## config.mk

```make
export PLATFORM = sky130hd
export DESIGN_NAME = port_e_pin_control
export DESIGN_NICKNAME = d
export VERILOG_FILES = /design/src/port_e_pkg.sv /design/src/port_e_pin_control.sv
export SDC_FILE = /design/constraint.sdc
export NUM_CORES = 1
export LEC_CHECK = 0
export ABC_AREA = 1
export ABC_CLOCK_PERIOD_IN_PS = 2000
export BUFFER_PORTS_ARGS = -buffer_cell sky130_fd_sc_hd__buf_2
export CORE_ASPECT_RATIO = 0.6
export CORE_UTILIZATION = 40
export DETAILED_ROUTE_END_ITERATION = 12
export GPL_TIMING_DRIVEN = 0
export HOLD_SLACK_MARGIN = 0.05
export PLACE_DENSITY = 0.75
export SLEW_MARGIN = 30
export SYNTH_ARGS = -nofsm -noshare
export SYNTH_HDL_FRONTEND = slang
export SYNTH_SLANG_ARGS = --single-unit
```

## constraint.sdc

```tcl
create_clock -name clk -period 2 [get_ports clk]
set_input_delay 0.4 -clock clk [delete_from_list [all_inputs] [get_ports clk]]
set_output_delay 0.4 -clock clk [all_outputs]
set_load 0.01 [all_outputs]
```

## src/port_e_pkg.sv

```systemverilog
package port_e_pkg;

  // --------------------------------------------------------------------------
  // register indices on the plain port
  // --------------------------------------------------------------------------
  localparam logic [1:0] ADDR_PIN_LEVELS  = 2'h0;
  localparam logic [1:0] ADDR_LATCH       = 2'h1;
  localparam logic [1:0] ADDR_DIRECTION   = 2'h2;
  localparam logic [1:0] ADDR_ANALOG_SEL  = 2'h3;

  // --------------------------------------------------------------------------
  // field positions and reset values
  // --------------------------------------------------------------------------
  localparam int         IO_PINS          = 3;
  localparam int         PIN3_POS         = 3;
  localparam int         PULLUP_POS       = 7;
  localparam logic [2:0] ANALOG_RESET     = 3'h7;
  localparam logic [2:0] DIRECTION_RESET  = 3'h7;
  localparam logic       PULLUP_RESET     = 1'h1;
  localparam logic [2:0] LATCH_RESET      = 3'h0;
  localparam int         SYNC_STAGES      = 3;

  // --------------------------------------------------------------------------
  // peripheral output requests toward the pins
  // --------------------------------------------------------------------------
  typedef struct packed {
    logic pwmAEn;
    logic pwmA;
    logic pwmBEn;
    logic pwmB;
    logic cmp3En;
    logic cmp3;
    logic cmp5En;
    logic cmp5;
  } periph_out_s;

  // capture and analog inputs delivered to peripherals
  typedef struct packed {
    logic       capture3;
    logic       capture5;
    logic [2:0] analogEn;
  } periph_in_s;

endpackage

```

## src/port_e_pin_control.sv

```systemverilog
// Chosen here: the register addresses and the address-and-strobe port.
`timescale 1ns/10ps
`default_nettype none

module port_e_pin_control (
  input  wire logic                     clk,
  input  wire logic                     rst,
  input  wire logic [1:0]               regAddr,
  input  wire logic [7:0]               regWdata,
  input  wire logic                     regWr,
  input  wire logic                     regRd,
  output logic      [7:0]               regRdata,
  input  wire logic                     masterClearEnableCfg,
  input  wire logic                     unit3PinSelectCfg,
  input  wire port_e_pkg::periph_out_s  periphOut,
  output port_e_pkg::periph_in_s        periphIn,
  input  wire logic [2:0]               pinIoIn,
  output logic      [2:0]               pinIoOut,
  output logic      [2:0]               pinIoOe_n,
  input  wire logic                     pin3Input,
  output logic                          masterClear_n,
  output logic                          pin3PullupEnable
);

  // --------------------------------------------------------------------------
  // registers
  // --------------------------------------------------------------------------
  logic [2:0] latch_q;
  logic [2:0] direction_q;
  logic [2:0] analogSel_q;
  logic       pullup_q;
  logic [7:0] rdata_q;
  logic [3:0] sync1_q;
  logic [3:0] sync2_q;
  logic [3:0] sync3_q;
  logic [3:0] pinLevel_q;
  logic [2:0] drive;
  logic [2:0] driveVal;
  logic [7:0] rdata_d;

  // --------------------------------------------------------------------------
  // software registers
  // --------------------------------------------------------------------------
  always_ff @(posedge clk or posedge rst) begin
    if (rst) begin
      latch_q <= port_e_pkg::LATCH_RESET;
    end else if (regWr && (regAddr == port_e_pkg::ADDR_PIN_LEVELS ||
                           regAddr == port_e_pkg::ADDR_LATCH)) begin
      latch_q <= regWdata[2:0];
    end
  end

  always_ff @(posedge clk or posedge rst) begin
    if (rst) begin
      direction_q <= port_e_pkg::DIRECTION_RESET;
      pullup_q    <= port_e_pkg::PULLUP_RESET;
    end else if (regWr && regAddr == port_e_pkg::ADDR_DIRECTION) begin
      direction_q <= regWdata[2:0];
      pullup_q    <= regWdata[port_e_pkg::PULLUP_POS];
    end
  end

  always_ff @(posedge clk or posedge rst) begin
    if (rst) begin
      analogSel_q <= port_e_pkg::ANALOG_RESET;
    end else if (regWr && regAddr == port_e_pkg::ADDR_ANALOG_SEL) begin
      analogSel_q <= regWdata[2:0];
    end
  end

  // --------------------------------------------------------------------------
  // pin input synchroniser
  // --------------------------------------------------------------------------
  always_ff @(posedge clk or posedge rst) begin
    if (rst) begin
      sync1_q    <= 4'h0;
      sync2_q    <= 4'h0;
      sync3_q    <= 4'h0;
      pinLevel_q <= 4'h0;
    end else begin
      sync1_q <= {pin3Input, pinIoIn};
      sync2_q <= sync1_q;
      sync3_q <= sync2_q;
      for (int i = 0; i < 4; i++) begin
        if (sync2_q[i] == sync3_q[i]) begin
          pinLevel_q[i] <= sync3_q[i];
        end
      end
    end
  end

  // --------------------------------------------------------------------------
  // output priority per pin
  // --------------------------------------------------------------------------
  always_comb begin
    drive    = ~direction_q;
    driveVal = latch_q;
    // pin 0: pwm a, then compare 3, then latch; peripherals only while unit3PinSelectCfg is low
    if (!unit3PinSelectCfg && periphOut.pwmAEn) begin
      driveVal[0] = periphOut.pwmA;
    end else if (!unit3PinSelectCfg && periphOut.cmp3En) begin
      driveVal[0] = periphOut.cmp3;
    end
    if (periphOut.pwmBEn) begin
      driveVal[1] = periphOut.pwmB;
    end
    if (periphOut.cmp5En) begin
      driveVal[2] = periphOut.cmp5;
    end
  end

  // analog select not used here: outputs drive in analog mode too
  always_ff @(posedge clk or posedge rst) begin
    if (rst) begin
      pinIoOut  <= 3'h0;
      pinIoOe_n <= 3'h7;
    end else begin
      pinIoOut  <= driveVal;
      pinIoOe_n <= ~drive;
    end
  end

  // --------------------------------------------------------------------------
  // inputs to peripherals and reset
  // --------------------------------------------------------------------------
  always_ff @(posedge clk or posedge rst) begin
    if (rst) begin
      periphIn <= '0;
    end else begin
      periphIn.capture3 <= direction_q[0] && !unit3PinSelectCfg && !analogSel_q[0]
                           && pinLevel_q[0];
      periphIn.capture5 <= direction_q[2] && !analogSel_q[2] && pinLevel_q[2];
      periphIn.analogEn <= analogSel_q;
    end
  end

  // raw pin passes straight through: reset must work without clock
  assign masterClear_n    = masterClearEnableCfg ? pin3Input : 1'b1;
  assign pin3PullupEnable = masterClearEnableCfg | pullup_q;

  // --------------------------------------------------------------------------
  // read path
  // --------------------------------------------------------------------------
  always_comb begin
    rdata_d = 8'h00;
    if (regAddr == port_e_pkg::ADDR_PIN_LEVELS) begin
      rdata_d[2:0] = pinLevel_q[2:0] & ~analogSel_q & direction_q;
      rdata_d[port_e_pkg::PIN3_POS] = pinLevel_q[3] & ~masterClearEnableCfg;
    end else if (regAddr == port_e_pkg::ADDR_LATCH) begin
      rdata_d[2:0] = latch_q;
    end else if (regAddr == port_e_pkg::ADDR_DIRECTION) begin
      rdata_d[2:0] = direction_q;
      rdata_d[port_e_pkg::PULLUP_POS] = pullup_q;
    end else begin
      rdata_d[2:0] = analogSel_q;
    end
  end

  always_ff @(posedge clk or posedge rst) begin
    if (rst) begin
      rdata_q <= 8'h00;
    end else if (regRd) begin
      rdata_q <= rdata_d;
    end else begin
      rdata_q <= 8'h00;
    end
  end

  assign regRdata = rdata_q;

endmodule // port_e_pin_control

`default_nettype wire

```

; Word level (Yosys, flattened, before mapping)
; Cells that the tools add are included.
[word_totals]
mem_count = 0
ff_bits = 45
latch_bits = 0
romBits = 0
output_inout_bits = 21
ram_bits = 0
inputBits = 28
[op_classes]
multipliers = 0
bitwise = 8
div = 0
n_addsub = 0
magnitude_cmp = 0
n_reduce_logical = 15
shifts = 0
mux = 13
n_eq_ne = 7
[ops]
columns = operator, count
row1 = logical AND 1 bit, 10
row2 = two-way mux 1 bit, 9
row3 = two-way mux 3 bit, 3
row4 = NOT 3 bit, 3
row5 = two-way mux 8 bit, 1
row6 = AND 3 bit, 2
row7 = == test 1 bit, 4
row8 = == test 2 bit (second input constant), 2
row9 = zero test 1 bit, 3
row10 = == test 2 x 1 -> 1 bit (second input constant), 1
row11 = zero test 2 bit, 1
row12 = AND 1 bit, 1
row13 = logical OR 1 bit, 1
row14 = NOT 1 bit, 1
row15 = OR 1 bit, 1

; Logic depth before layout (Yosys ltp)
; Gate-level depths: netlist of run 1.
[depth]
ltp_word = 5
depth_mapped = 7
depth_no_buf = 7

; Least setup slack after synthesis of run 1
; OpenSTA, ideal clock, no wires.
[synth_timing]
path_type = input to output
start = in masterClearEnableCfg
end = out masterClear_n
arrival_time_ns = 0.726
stages = 2
t_required_ns = 1.600
setup_slack_ns = 0.874
cell_sequence = inv_1 -> or2_2
[synth_between]
elab_chain_len = 1
[synth_rtl]
columns = item, line
row1 = from (decl), port_e_pin_control.sv:13  ; input wire logic masterClearEnableCfg,
row2 = two-way mux 1 bit, port_e_pin_control.sv:138  ; assign masterClear_n = masterClearEnableCfg ? pin3Input : 1'b1;
row3 = to (decl), port_e_pin_control.sv:21  ; output logic masterClear_n,
; Every way passes these cells.

; Worst setup path after layout of run 1
[layout_timing]
start = reg pullup_q
end = out pin3PullupEnable
[layout_between]
elab_chain_len = 1
[layout_rtl]
columns = item, line
row1 = from (decl), port_e_pin_control.sv:31  ; logic pullup_q;
row2 = from (signal assigned), port_e_pin_control.sv:56  ; pullup_q <= port_e_pkg::PULLUP_RESET;
row3 = from (signal assigned), port_e_pin_control.sv:59  ; pullup_q <= regWdata[port_e_pkg::PULLUP_POS];
row4 = OR 1 bit, port_e_pin_control.sv:139  ; assign pin3PullupEnable = masterClearEnableCfg | pullup_q;
row5 = to (decl), port_e_pin_control.sv:22  ; output logic pin3PullupEnable
; Every way passes these cells.

==> results of run 1 <==
-- state kept, by name, indices dropped and copies added (netlist names), 4 cells and up --
register and cells:
sync1_q 4, sync3_q 4, sync2_q 4, pinLevel_q 4, periphIn 5, regRdata 5
-- power groups by stage --
stage	Clock (mW)	Combinational, mW	Sequential (mW)
after floorplan	0	0.106	1.03
after global placement	0	0.209	1.01
after detailed placement	0	0.222	1.02
after CTS	0.656	0.223	1.00
after global routing	0.698	0.251	1.01
final	0.640	0.219	1.00
-- cell type report --
cell class                      count  area (um2)
Buffer                              3        22.5
Clock buffer                        5        68.8
Multi-Input combinational cell     73         364
Fill cell                         291        1510
Inverter                           17        63.8
Timing Repair Buffer               42         233
Sequential cell                    42        1060
Tap cell                           45        56.3
Clock inverter                      3        40.0
-- Yosys cell counts, types with 3 or more instances --
master | n | area share (%)
inv_1 | 15 | 3.7
buf_4 | 3 | 1.5
maj3_1 | 4 | 2.7
o21ai_0 | 12 | 4.0
nand3_1 | 7 | 2.3
dfrtp_1 | 32 | 53
nand2_1 | 27 | 6.7
dfstp_2 | 10 | 17
nor2_1 | 7 | 1.7
-- kinds of logic (layout without fill, tap and decap cells) --
group	Yosys count	in the layout	share of synthesized area (%)
buffers and inverters	20	70	5.73
AO/OA/AOI/OAI	17	17	6.23
flip-flops	42	42	70.6
adder cells (fa/ha/maj)	4	4	2.66
AND/OR/NAND/NOR	49	49	14.5
other	1	3	0.249
-- worst register-to-register path, stage by stage (launching register included) --
cell and delay (ps):
dfstp_2 560, nand2_1 50, nor2_1 120, nand2_1 80, a21oi_2 150
-- how the worst max path moves through the flow --
stage,start,end,slack (ps),depth (start not counted)
6_report,pullup_q$_DFFE_PP1P_,pin3PullupEnable,570,3
5_1_grt,pullup_q$_DFFE_PP1P_,pin3PullupEnable,530,3
4_1_cts,pullup_q$_DFFE_PP1P_,pin3PullupEnable,560,3
3_5_place_dp,pin3Input,masterClear_n,670,3
3_3_place_gp,rst,periphIn[2]$_DFF_PP0_,180,2
2_1_floorplan,rst,latch_q[0]$_DFFE_PP0P_,640,1
-- metrics by stage --
stage	setup slack [ps]	util, %
floorplan	642	-
global placement	181	51.9
detailed placement	675	52.7
CTS	557	55.8
global route	526	55.8
finish	565	55.8
-- metal layers --
layer	global-route usage (%)	wire length (um)
met1	21.8	1330
met2	21.6	1140
met3	5.56	136
met4	2.68	0
met5	0	0
==> reports/results.tsv, run 1 <==
metric	value	unit
CP Cell Sequence	inv_1, nand2_1, buf_2	
vias per cell	4.40	
global-route wire length before repair	4.39	mm
# hold bufs at CTS	0	
die height	49.5	um
top_reg_cell synth	dfrtp_1	
reg2reg setup slack	970	ps
part of the power in combinational logic	11.8	%
WHS	124	ps
CTS tree	built	
unrepaired setup endpoints after global routing	false	
total CTS buffers	5	
Layout Nets	212	
internal power	1.42	mW
Clk pwr share	34.4	%
Total Neg Setup Slack	0	ps
post-DP HPWL	2.01	mm
critical path capture point type	output port	
vias in the first global route	937	
Sw Pwr	0.440	mW
Starting Density	44.0	%
sw frac	23.7	%
fin area	1910	um2
Max Clock Skew	6.36	ps
total global-route track usage	15.0	%
share of post-route cells with drive strength above 1	38.9	%
Clk pin slew, worst setup/hold paths	80	ps
Slew Limit Fails	0	
Starting DRT DRC Count	40	
postcts setup bufs	0	
RD Place Congestion	0.782	
Worst Path Arrival	1030	ps
initial antenna violation count	0	
Sequential Power Share	53.8	%
clock sink count	42	
critical-path maximum fanout	3	
highest-count cells in the layout ignoring fill and taps	41 x buf_2, 32 x dfrtp_1, 27 x nand2_1, 14 x inv_1, 12 x o21ai_0	
critical path class	reg2out	
max-cap violation count	0	
DP Cell Count	222	
Port Buf Inserts	41	
root buf cell	clkbuf_8	
fmax	0.697	GHz
Pwr per Cell Area	973	nW/um2
Cell Area, Placed	1800	um2
Worst IR Drop VDD	542	uV
core area	3420	um2
delay of the slowest critical-path stage	520	ps
Reg-to-Reg End	regRdata[2]$_DFF_PP0_	
worst min path class	in2async	
Pleak	0.987	nW
final setup vio count	0	
worst endpoint required time	1600	ps
# resized after CTS	0	
I/O Pins	49	
Yosys warnings	0	
r2r startpoint	direction_q[2]$_DFFE_PP1P_	
vias after detailed routing	1011	
site row count	16	
diode count	0	
total wire length	2.61	mm
H-tree Lvls	2	
Clock Tree Buf Depth	2	
post-synthesis cell count	133	
Synth Area per Inst	11.3	um2
Async SR Flop Fraction	100	%
Post-DRT Antenna Nets	0	
sequential fraction of the synthesis area	70.6	%
Die Wd	81.2	um
Skew-Pair Late Insertion Delay	280	ps
WL/cell	11.3	um
Remaining Overflow, GRT	0	
drt pass-1 iters	4	
Layout area overhead	26.9	%
Buffers & Inverters on Critical Path	2	
largest net degree at the start of global routing	23	
final cell count without fillers	230	
FF+latch count, synth	42	
commonest non-fill, non-tap cell in the layout	buf_2	
drt drc	0	
status	completed	
fin crit share	71.7	%
CP max-delay cell	dfstp_2	
crit path time final	1430	ps
die area	4020	um2
Worst Reg-to-Reg Cells	4	
Post-synth EDFFs	0	
total power	1.86	mW
Post-Syn Area	1510	um2
endpoints failing hold	0	
CP top delay family	flip-flops	
crit path launch type	register	
synth unique cells	20	
Note: power is estimated with default switching activity, not from simulation.
==> inputs of run 2 (changes only) <==
- ABC_AREA: 1 -> 0
- ABC_CLOCK_PERIOD_IN_PS: 2000 -> 1150
- PLACE_DENSITY: 0.75 -> 0.78
- clock period: 2 -> 1.15 ns (I/O delays scaled with it)
==> run 2 against run 1 <==
  * The run now ends with negative setup slack left
  * Critical path depth decreased by 1
  * Synthesized cell count decreased by 28%
  * Sequential share of layout area increased by 0.073 points
  * Via count decreased by 8.1%
  * Largest cell class unchanged
==> reports/results.tsv, run 2 <==
metric	value	unit	change
final setup vio count	1		+1
Starting DRT DRC Count	20		-50%
highest-count cells in the layout ignoring fill and taps	36 x buf_2, 32 x dfrtp_1, 12 x mux2_2, 10 x dfstp_2, 6 x o21ai_0		
CP top delay family	flip-flops		
CTS tree	built		
Clk pin slew, worst setup/hold paths	70	ps	about the same
Area contributors post-synth	dfrtp_1 53%, dfstp_2 18%, mux2_2 9.0%		
CP Cell Sequence	or2_4, buf_6		
Buffers & Inverters on Critical Path	1		-1
Max Clock Skew	4.09	ps	-2.27 ps
FF+latch count, synth	42		unchanged
fmax	0.792	GHz	
vias per cell	4.79		+8.9%
commonest non-fill, non-tap cell in the layout	buf_2		
Pleak	0.889	nW	-10%
fin crit share	110	%	
drt drc	0		unchanged
Worst Reg-to-Reg Cells	3		-1
crit path launch type	register		
worst min path class	in2reg		
crit path time final	1260	ps	
Layout Nets	176		-17%
total wire length	2.73	mm	+4.6%
critical path endpoint	pin3PullupEnable		
total global-route track usage	15.8	%	+0.82 points
vias after detailed routing	929		-8.1%
sequential fraction of the synthesis area	71.0	%	+0.41 points
top_reg_cell synth	dfrtp_1		
Slew Limit Fails	0		unchanged
Remaining Overflow, GRT	0		unchanged
Layout area overhead	27.5	%	
Reg-to-Reg End	regRdata[2]$_DFF_PP0_		
Clock Tree Buf Depth	2		unchanged
post-synthesis cell count	96		-28%
critical path capture point type	output port		
worst setup margin	-112	ps	-677 ps
unrepaired setup endpoints after global routing	true		
initial antenna violation count	0		unchanged
diode count	0		unchanged
Worst IR Drop VDD	634	uV	+17%
Skew-Pair Late Insertion Delay	290	ps	about the same
CP Launch Point	pullup_q$_DFFE_PP1P_		
synth unique cells	25		+25%
total power	3.13	mW	+68%
max-cap violation count	0		unchanged
Post-Syn Area	1500	um2	-0.58%
most common cell in the netlist	dfrtp_1		
fin area	1910	um2	-0.13%
dpl ws	21.8	ps	-653 ps
H-tree Lvls	2		unchanged
RD Place Congestion	0.705		-9.8%
reg2reg setup slack	100	ps	-870 ps
Port Buf Inserts	40		-2.4%
Filler cells	315		+8.2%
critical-path maximum fanout	3		unchanged
site row count	16		unchanged
Tightest Pin Transition	837	ps	
post-DP HPWL	1.94	mm	-3.3%
total CTS buffers	5		unchanged
WL/cell	14.1	um	+24%
Slew headroom	44.1	%	
failing checks	negative setup slack		
die height	49.4	um	-0.28%
worst endpoint required time	920	ps	-680 ps
largest net degree at the start of global routing	43		+87%
postcts setup bufs	0		unchanged
Synth top cells by count	32 x dfrtp_1, 12 x mux2_2, 10 x dfstp_2		
drt pass-1 iters	4		unchanged
cell taking the most area after synthesis	dfrtp_1		
share of post-route cells with drive strength above 1	53.7	%	+15 points
vias in the first global route	964		+2.9%
clock sink count	42		unchanged
die area	4000	um2	-0.56%
Worst Path Arrival	1030	ps	about the same
WHS	68.8	ps	-55.2 ps
Cell Area, Placed	1770	um2	-2.1%
Die Wd	81.0	um	-0.28%
delay of the slowest critical-path stage	540	ps	+20 ps
Crit path depth	2		-1
Async SR Flop Fraction	100	%	unchanged
r2r startpoint	analogSel_q[2]$_DFFE_PP1P_		
root buf cell	clkbuf_8		
critical path class	reg2out		
global-route wire length before repair	4.46	mm	+1.7%
Post-DRT Antenna Nets	0		unchanged
I/O Pins	49		unchanged
core area	3400	um2	-0.58%
status	complete, but fails checks		
CP max-delay cell	dfstp_2		
Starting Density	44.0	%	about the same
Synth Area per Inst	15.6	um2	+38%
endpoints failing hold	0		unchanged
Pwr per Cell Area	1640	nW/um2	+68%
Post-synth EDFFs	0		unchanged
post-synth top area share	53.5	%	+0.31 points
Yosys warnings	0		unchanged
## run 2: cell types whose count changed after synthesis, moves of 3 or more
| cell | delta |
|---|---|
| mux2_2 | +12 |
| inv_1 | -14 |
| nand2_1 | -26 |
| nand3_1 | -7 |
| nor2_1 | -3 |
| o21ai_0 | -6 |
## run 2: worst min-delay path by stage
| stage | start | end | slack, ps | cells after the start |
|---|---|---|---|---|
| 4_1_cts | pin3Input | sync1_q[3]$_DFF_PP0_ | 70 | 1 |
| 6_report | pin3Input | sync1_q[3]$_DFF_PP0_ | 70 | 1 |
| 2_1_floorplan | rst | latch_q[0]$_DFFE_PP0P_ | 220 | 1 |
| 3_3_place_gp | sync1_q[2]$_DFF_PP0_ | sync2_q[2]$_DFF_PP0_ | 330 | 0 |
| 5_1_grt | pin3Input | sync1_q[3]$_DFF_PP0_ | 70 | 1 |
| 3_5_place_dp | sync1_q[2]$_DFF_PP0_ | sync2_q[2]$_DFF_PP0_ | 340 | 0 |
## run 2: through the flow
step / std cells / utilization (%) / setup TNS (ps)
after global routing: 194 / 56.1 / -201
after CTS: 194 / 55.9 / -123
after global placement: 183 / 51.9 / 0
final: 194 / 56.1 / -112
after detailed placement: 183 / 51.9 / 0
after floorplan: 98 / - / 0
## run 2: report_power, final
group / total (mW) / internal [mW] / switching (mW) / leakage (nW)
logic: 0.444 / 0.247 / 0.196 / 0.357
clock network: 0.883 / 0.431 / 0.452 / 0.0395
registers: 1.80 / 1.70 / 0.102 / 0.492
total: 3.13 / 2.38 / 0.751 / 0.889
## run 2: cells by family after synthesis
group	Yosys count	share of synthesized area (%)
adder cells (fa/ha/maj)	4	2.67
AO/OA/AOI/OAI	12	4.85
AND/OR/NAND/NOR	18	8.44
multiplexers	13	10.0
flip-flops	42	71.0
buffers and inverters	6	2.76
other	1	0.250
## run 2: layout make-up
type                            count  area [um2]  area share [%]
Buffer                              4        33.8            1.77
Clock buffer                        8        80.1            4.19
Inverter                            2        11.3           0.590
Multi-Input combinational cell     50         409            21.4
Sequential cell                    42        1060            55.7
Tap cell                           45        56.3            2.95
Timing Repair Buffer               43         255            13.4
## run 2: routing by layer
layer	up-vias	GRT usage, %	wire length [um]
li1	430	-	-
met4	0	8.04	61
met2	31	26.3	1340
met5	-	0	0
met3	6	5.98	195
met1	462	17.7	1130
## run 2: what timing repair did
| action | in CTS | in global routing |
|---|---|---|
| hold buffers | 3 | 0 |
| gates cloned | 0 | 0 |
| gates resized for setup | 5 | 1 |
| pin swaps | 0 | 0 |
| setup endpoints to repair | 4 | 5 |
| endpoints found under the hold margin | 3 | 0 |
==> inputs of run 3 (changes only) <==
- RECOVER_POWER: default -> 25
==> run 3 against run 2 <==
  * The run still ends with negative setup slack left
  * Clock skew fell by 0.61 ps
  * Critical path depth unchanged
  * Combinational power about the same
  * Clock power hardly changed
  * Sequential power about the same
  * Highest routed layer unchanged
==> reports/results.tsv, run 3 (synthesis gave the netlist of run 2 again) <==
metric	value	unit	change
Layout area overhead	27.3	%	
Reg-to-Reg End	regRdata[2]$_DFF_PP0_		
endpoints failing hold	0		unchanged
Worst IR Drop VDD	634	uV	about the same
worst endpoint required time	920	ps	about the same
hold path cells	1		unchanged
worst min path class	in2reg		
CTS tree	built		
Hold Path End	sync1_q[3]$_DFF_PP0_		
WHS	81.2	ps	+12.4 ps
RD Place Congestion	0.705		unchanged
Port Buf Inserts	40		unchanged
crit path time final	1260	ps	+0.308 ps
final setup vio count	1		unchanged
root buf cell	clkbuf_8		
critical path capture point type	output port		
Pleak	0.882	nW	-0.79%
fmax	0.792	GHz	about the same
failing checks	negative setup slack		
Hold Path Origin	pin3Input		
Max Clock Skew	3.48	ps	-0.608 ps
total global-route track usage	15.8	%	unchanged
GRT Max-Usage Layer	met2		
vias in the first global route	964		unchanged
met1 Use GR	17.7	%	unchanged
unrepaired setup endpoints after global routing	true		
final cell count without fillers	194		unchanged
post-DP HPWL	1.94	mm	unchanged
total wire length	2.73	mm	+0.22%
WL/cell	14.1	um	+0.22%
Slew Limit Fails	0		unchanged
Clk pin slew, worst setup/hold paths	70	ps	about the same
I/O Pins	49		unchanged
fin area	1910	um2	-0.13%
Remaining Overflow, GRT	0		unchanged
reg2reg setup slack	80	ps	-20 ps
Filler cells	317		+0.63%
Clock Tree Buf Depth	2		unchanged
vias per cell	4.78		-0.22%
Total Neg Setup Slack	-112	ps	-0.308 ps
share of post-route cells with drive strength above 1	50.3	%	-3.4 points
drt drc	0		unchanged
diode count	0		unchanged
drt pass-1 iters	4		unchanged
H-tree Lvls	2		unchanged
r2r startpoint	direction_q[2]$_DFFE_PP1P_		
clock sink count	42		unchanged
initial antenna violation count	0		unchanged
Cell Area, Placed	1770	um2	unchanged
Skew-Pair Late Insertion Delay	290	ps	about the same
Pwr per Cell Area	1640	nW/um2	-0.14%
Post-DRT Antenna Nets	0		unchanged
worst setup margin	-112	ps	-0.308 ps
total CTS buffers	5		unchanged
GR Layer Usage met3	5.98	%	unchanged
highest-count cells in the layout ignoring fill and taps	34 x buf_2, 32 x dfrtp_1, 12 x mux2_2, 7 x dfstp_2, 6 x o21ai_0		
global routing met2 resource utilization	26.3	%	unchanged
postcts setup bufs	0		unchanged
status	complete, but fails checks		
fin crit share	110	%	about the same
Die Wd	81.0	um	unchanged
crit path launch type	register		
DP Cell Count	183		unchanged
vias after detailed routing	927		-0.22%
critical path class	reg2out		
site row count	16		unchanged
core area	3400	um2	unchanged
Tightest Pin Transition	837	ps	-0.284 ps
Worst Reg-to-Reg Cells	3		unchanged
Starting DRT DRC Count	20		unchanged
Starting Density	44.0	%	unchanged
die height	49.4	um	unchanged
commonest non-fill, non-tap cell in the layout	buf_2		
Layout Nets	176		unchanged
Slew headroom	44.1	%	about the same
largest net degree at the start of global routing	43		unchanged
Worst Path Arrival	1030	ps	about the same
global-route wire length before repair	4.46	mm	unchanged
die area	4000	um2	unchanged
critical-path maximum fanout	3		unchanged
max-cap violation count	0		unchanged
run 3: cell count changes in the layout (fill, tap and decap cells not counted), sizes merged:
cell,change
buf,-2
clkbuf,+2
run 3: worst max path at each step:
stage / from / endpoint / slack [ps] / cells past startpoint
6_report: pullup_q$_DFFE_PP1P_ / pin3PullupEnable / -110 / 2
3_3_place_gp: regAddr[1] / latch_q[1]$_DFFE_PP0P_ / 30 / 3
4_1_cts: pullup_q$_DFFE_PP1P_ / pin3PullupEnable / -120 / 2
2_1_floorplan: regAddr[0] / regRdata[2]$_DFF_PP0_ / 140 / 4
3_5_place_dp: regAddr[1] / latch_q[1]$_DFFE_PP0P_ / 20 / 3
5_1_grt: pullup_q$_DFFE_PP1P_ / pin3PullupEnable / -160 / 2
run 3: area by class of cell:
| type | instances | area [um2] | area share, % |
|---|---|---|---|
| Sequential cell | 42 | 1060 | 55.8 |
| Multi-Input combinational cell | 50 | 409 | 21.5 |
| Timing Repair Buffer | 43 | 253 | 13.3 |
| Clock buffer | 8 | 80.1 | 4.20 |
| Tap cell | 45 | 56.3 | 2.95 |
| Buffer | 4 | 33.8 | 1.77 |
| Inverter | 2 | 11.3 | 0.591 |
run 3: layer usage:
metal | up-vias | share of wire (%)
met2 | 31 | 49
met4 | 0 | 2.2
met1 | 460 | 42
met5 | - | 0
met3 | 6 | 7.2
li1 | 430 | -
run 3: timing repair:
action,4_1_cts,5_1_grt
resized for setup,5,1
hold buffers,3,0
endpoints found under the setup margin,4,5
hold endpoints to repair,3,0
run 3: through the flow:
step / utilization, % / power [mW] / setup WS (ps)
finish: 56.0 / 3.12 / -112
global route: 56.0 / 3.28 / -156
CTS: 55.9 / 3.16 / -117
detailed placement: 51.9 / 2.23 / 21.8
global placement: 51.9 / 2.20 / 30.1
floorplan: - / 2.04 / 138
run 3: report_power, final:
part | switching, mW | internal (mW)
combinational | 0.197 | 0.246
sequential | 0.102 | 1.69
clock | 0.451 | 0.431
total | 0.750 | 2.37
run 3: critical path, cell delays in order, from the launching register on:
cell     delay (ps)
dfstp_2         540
or2_4           110
buf_6            90
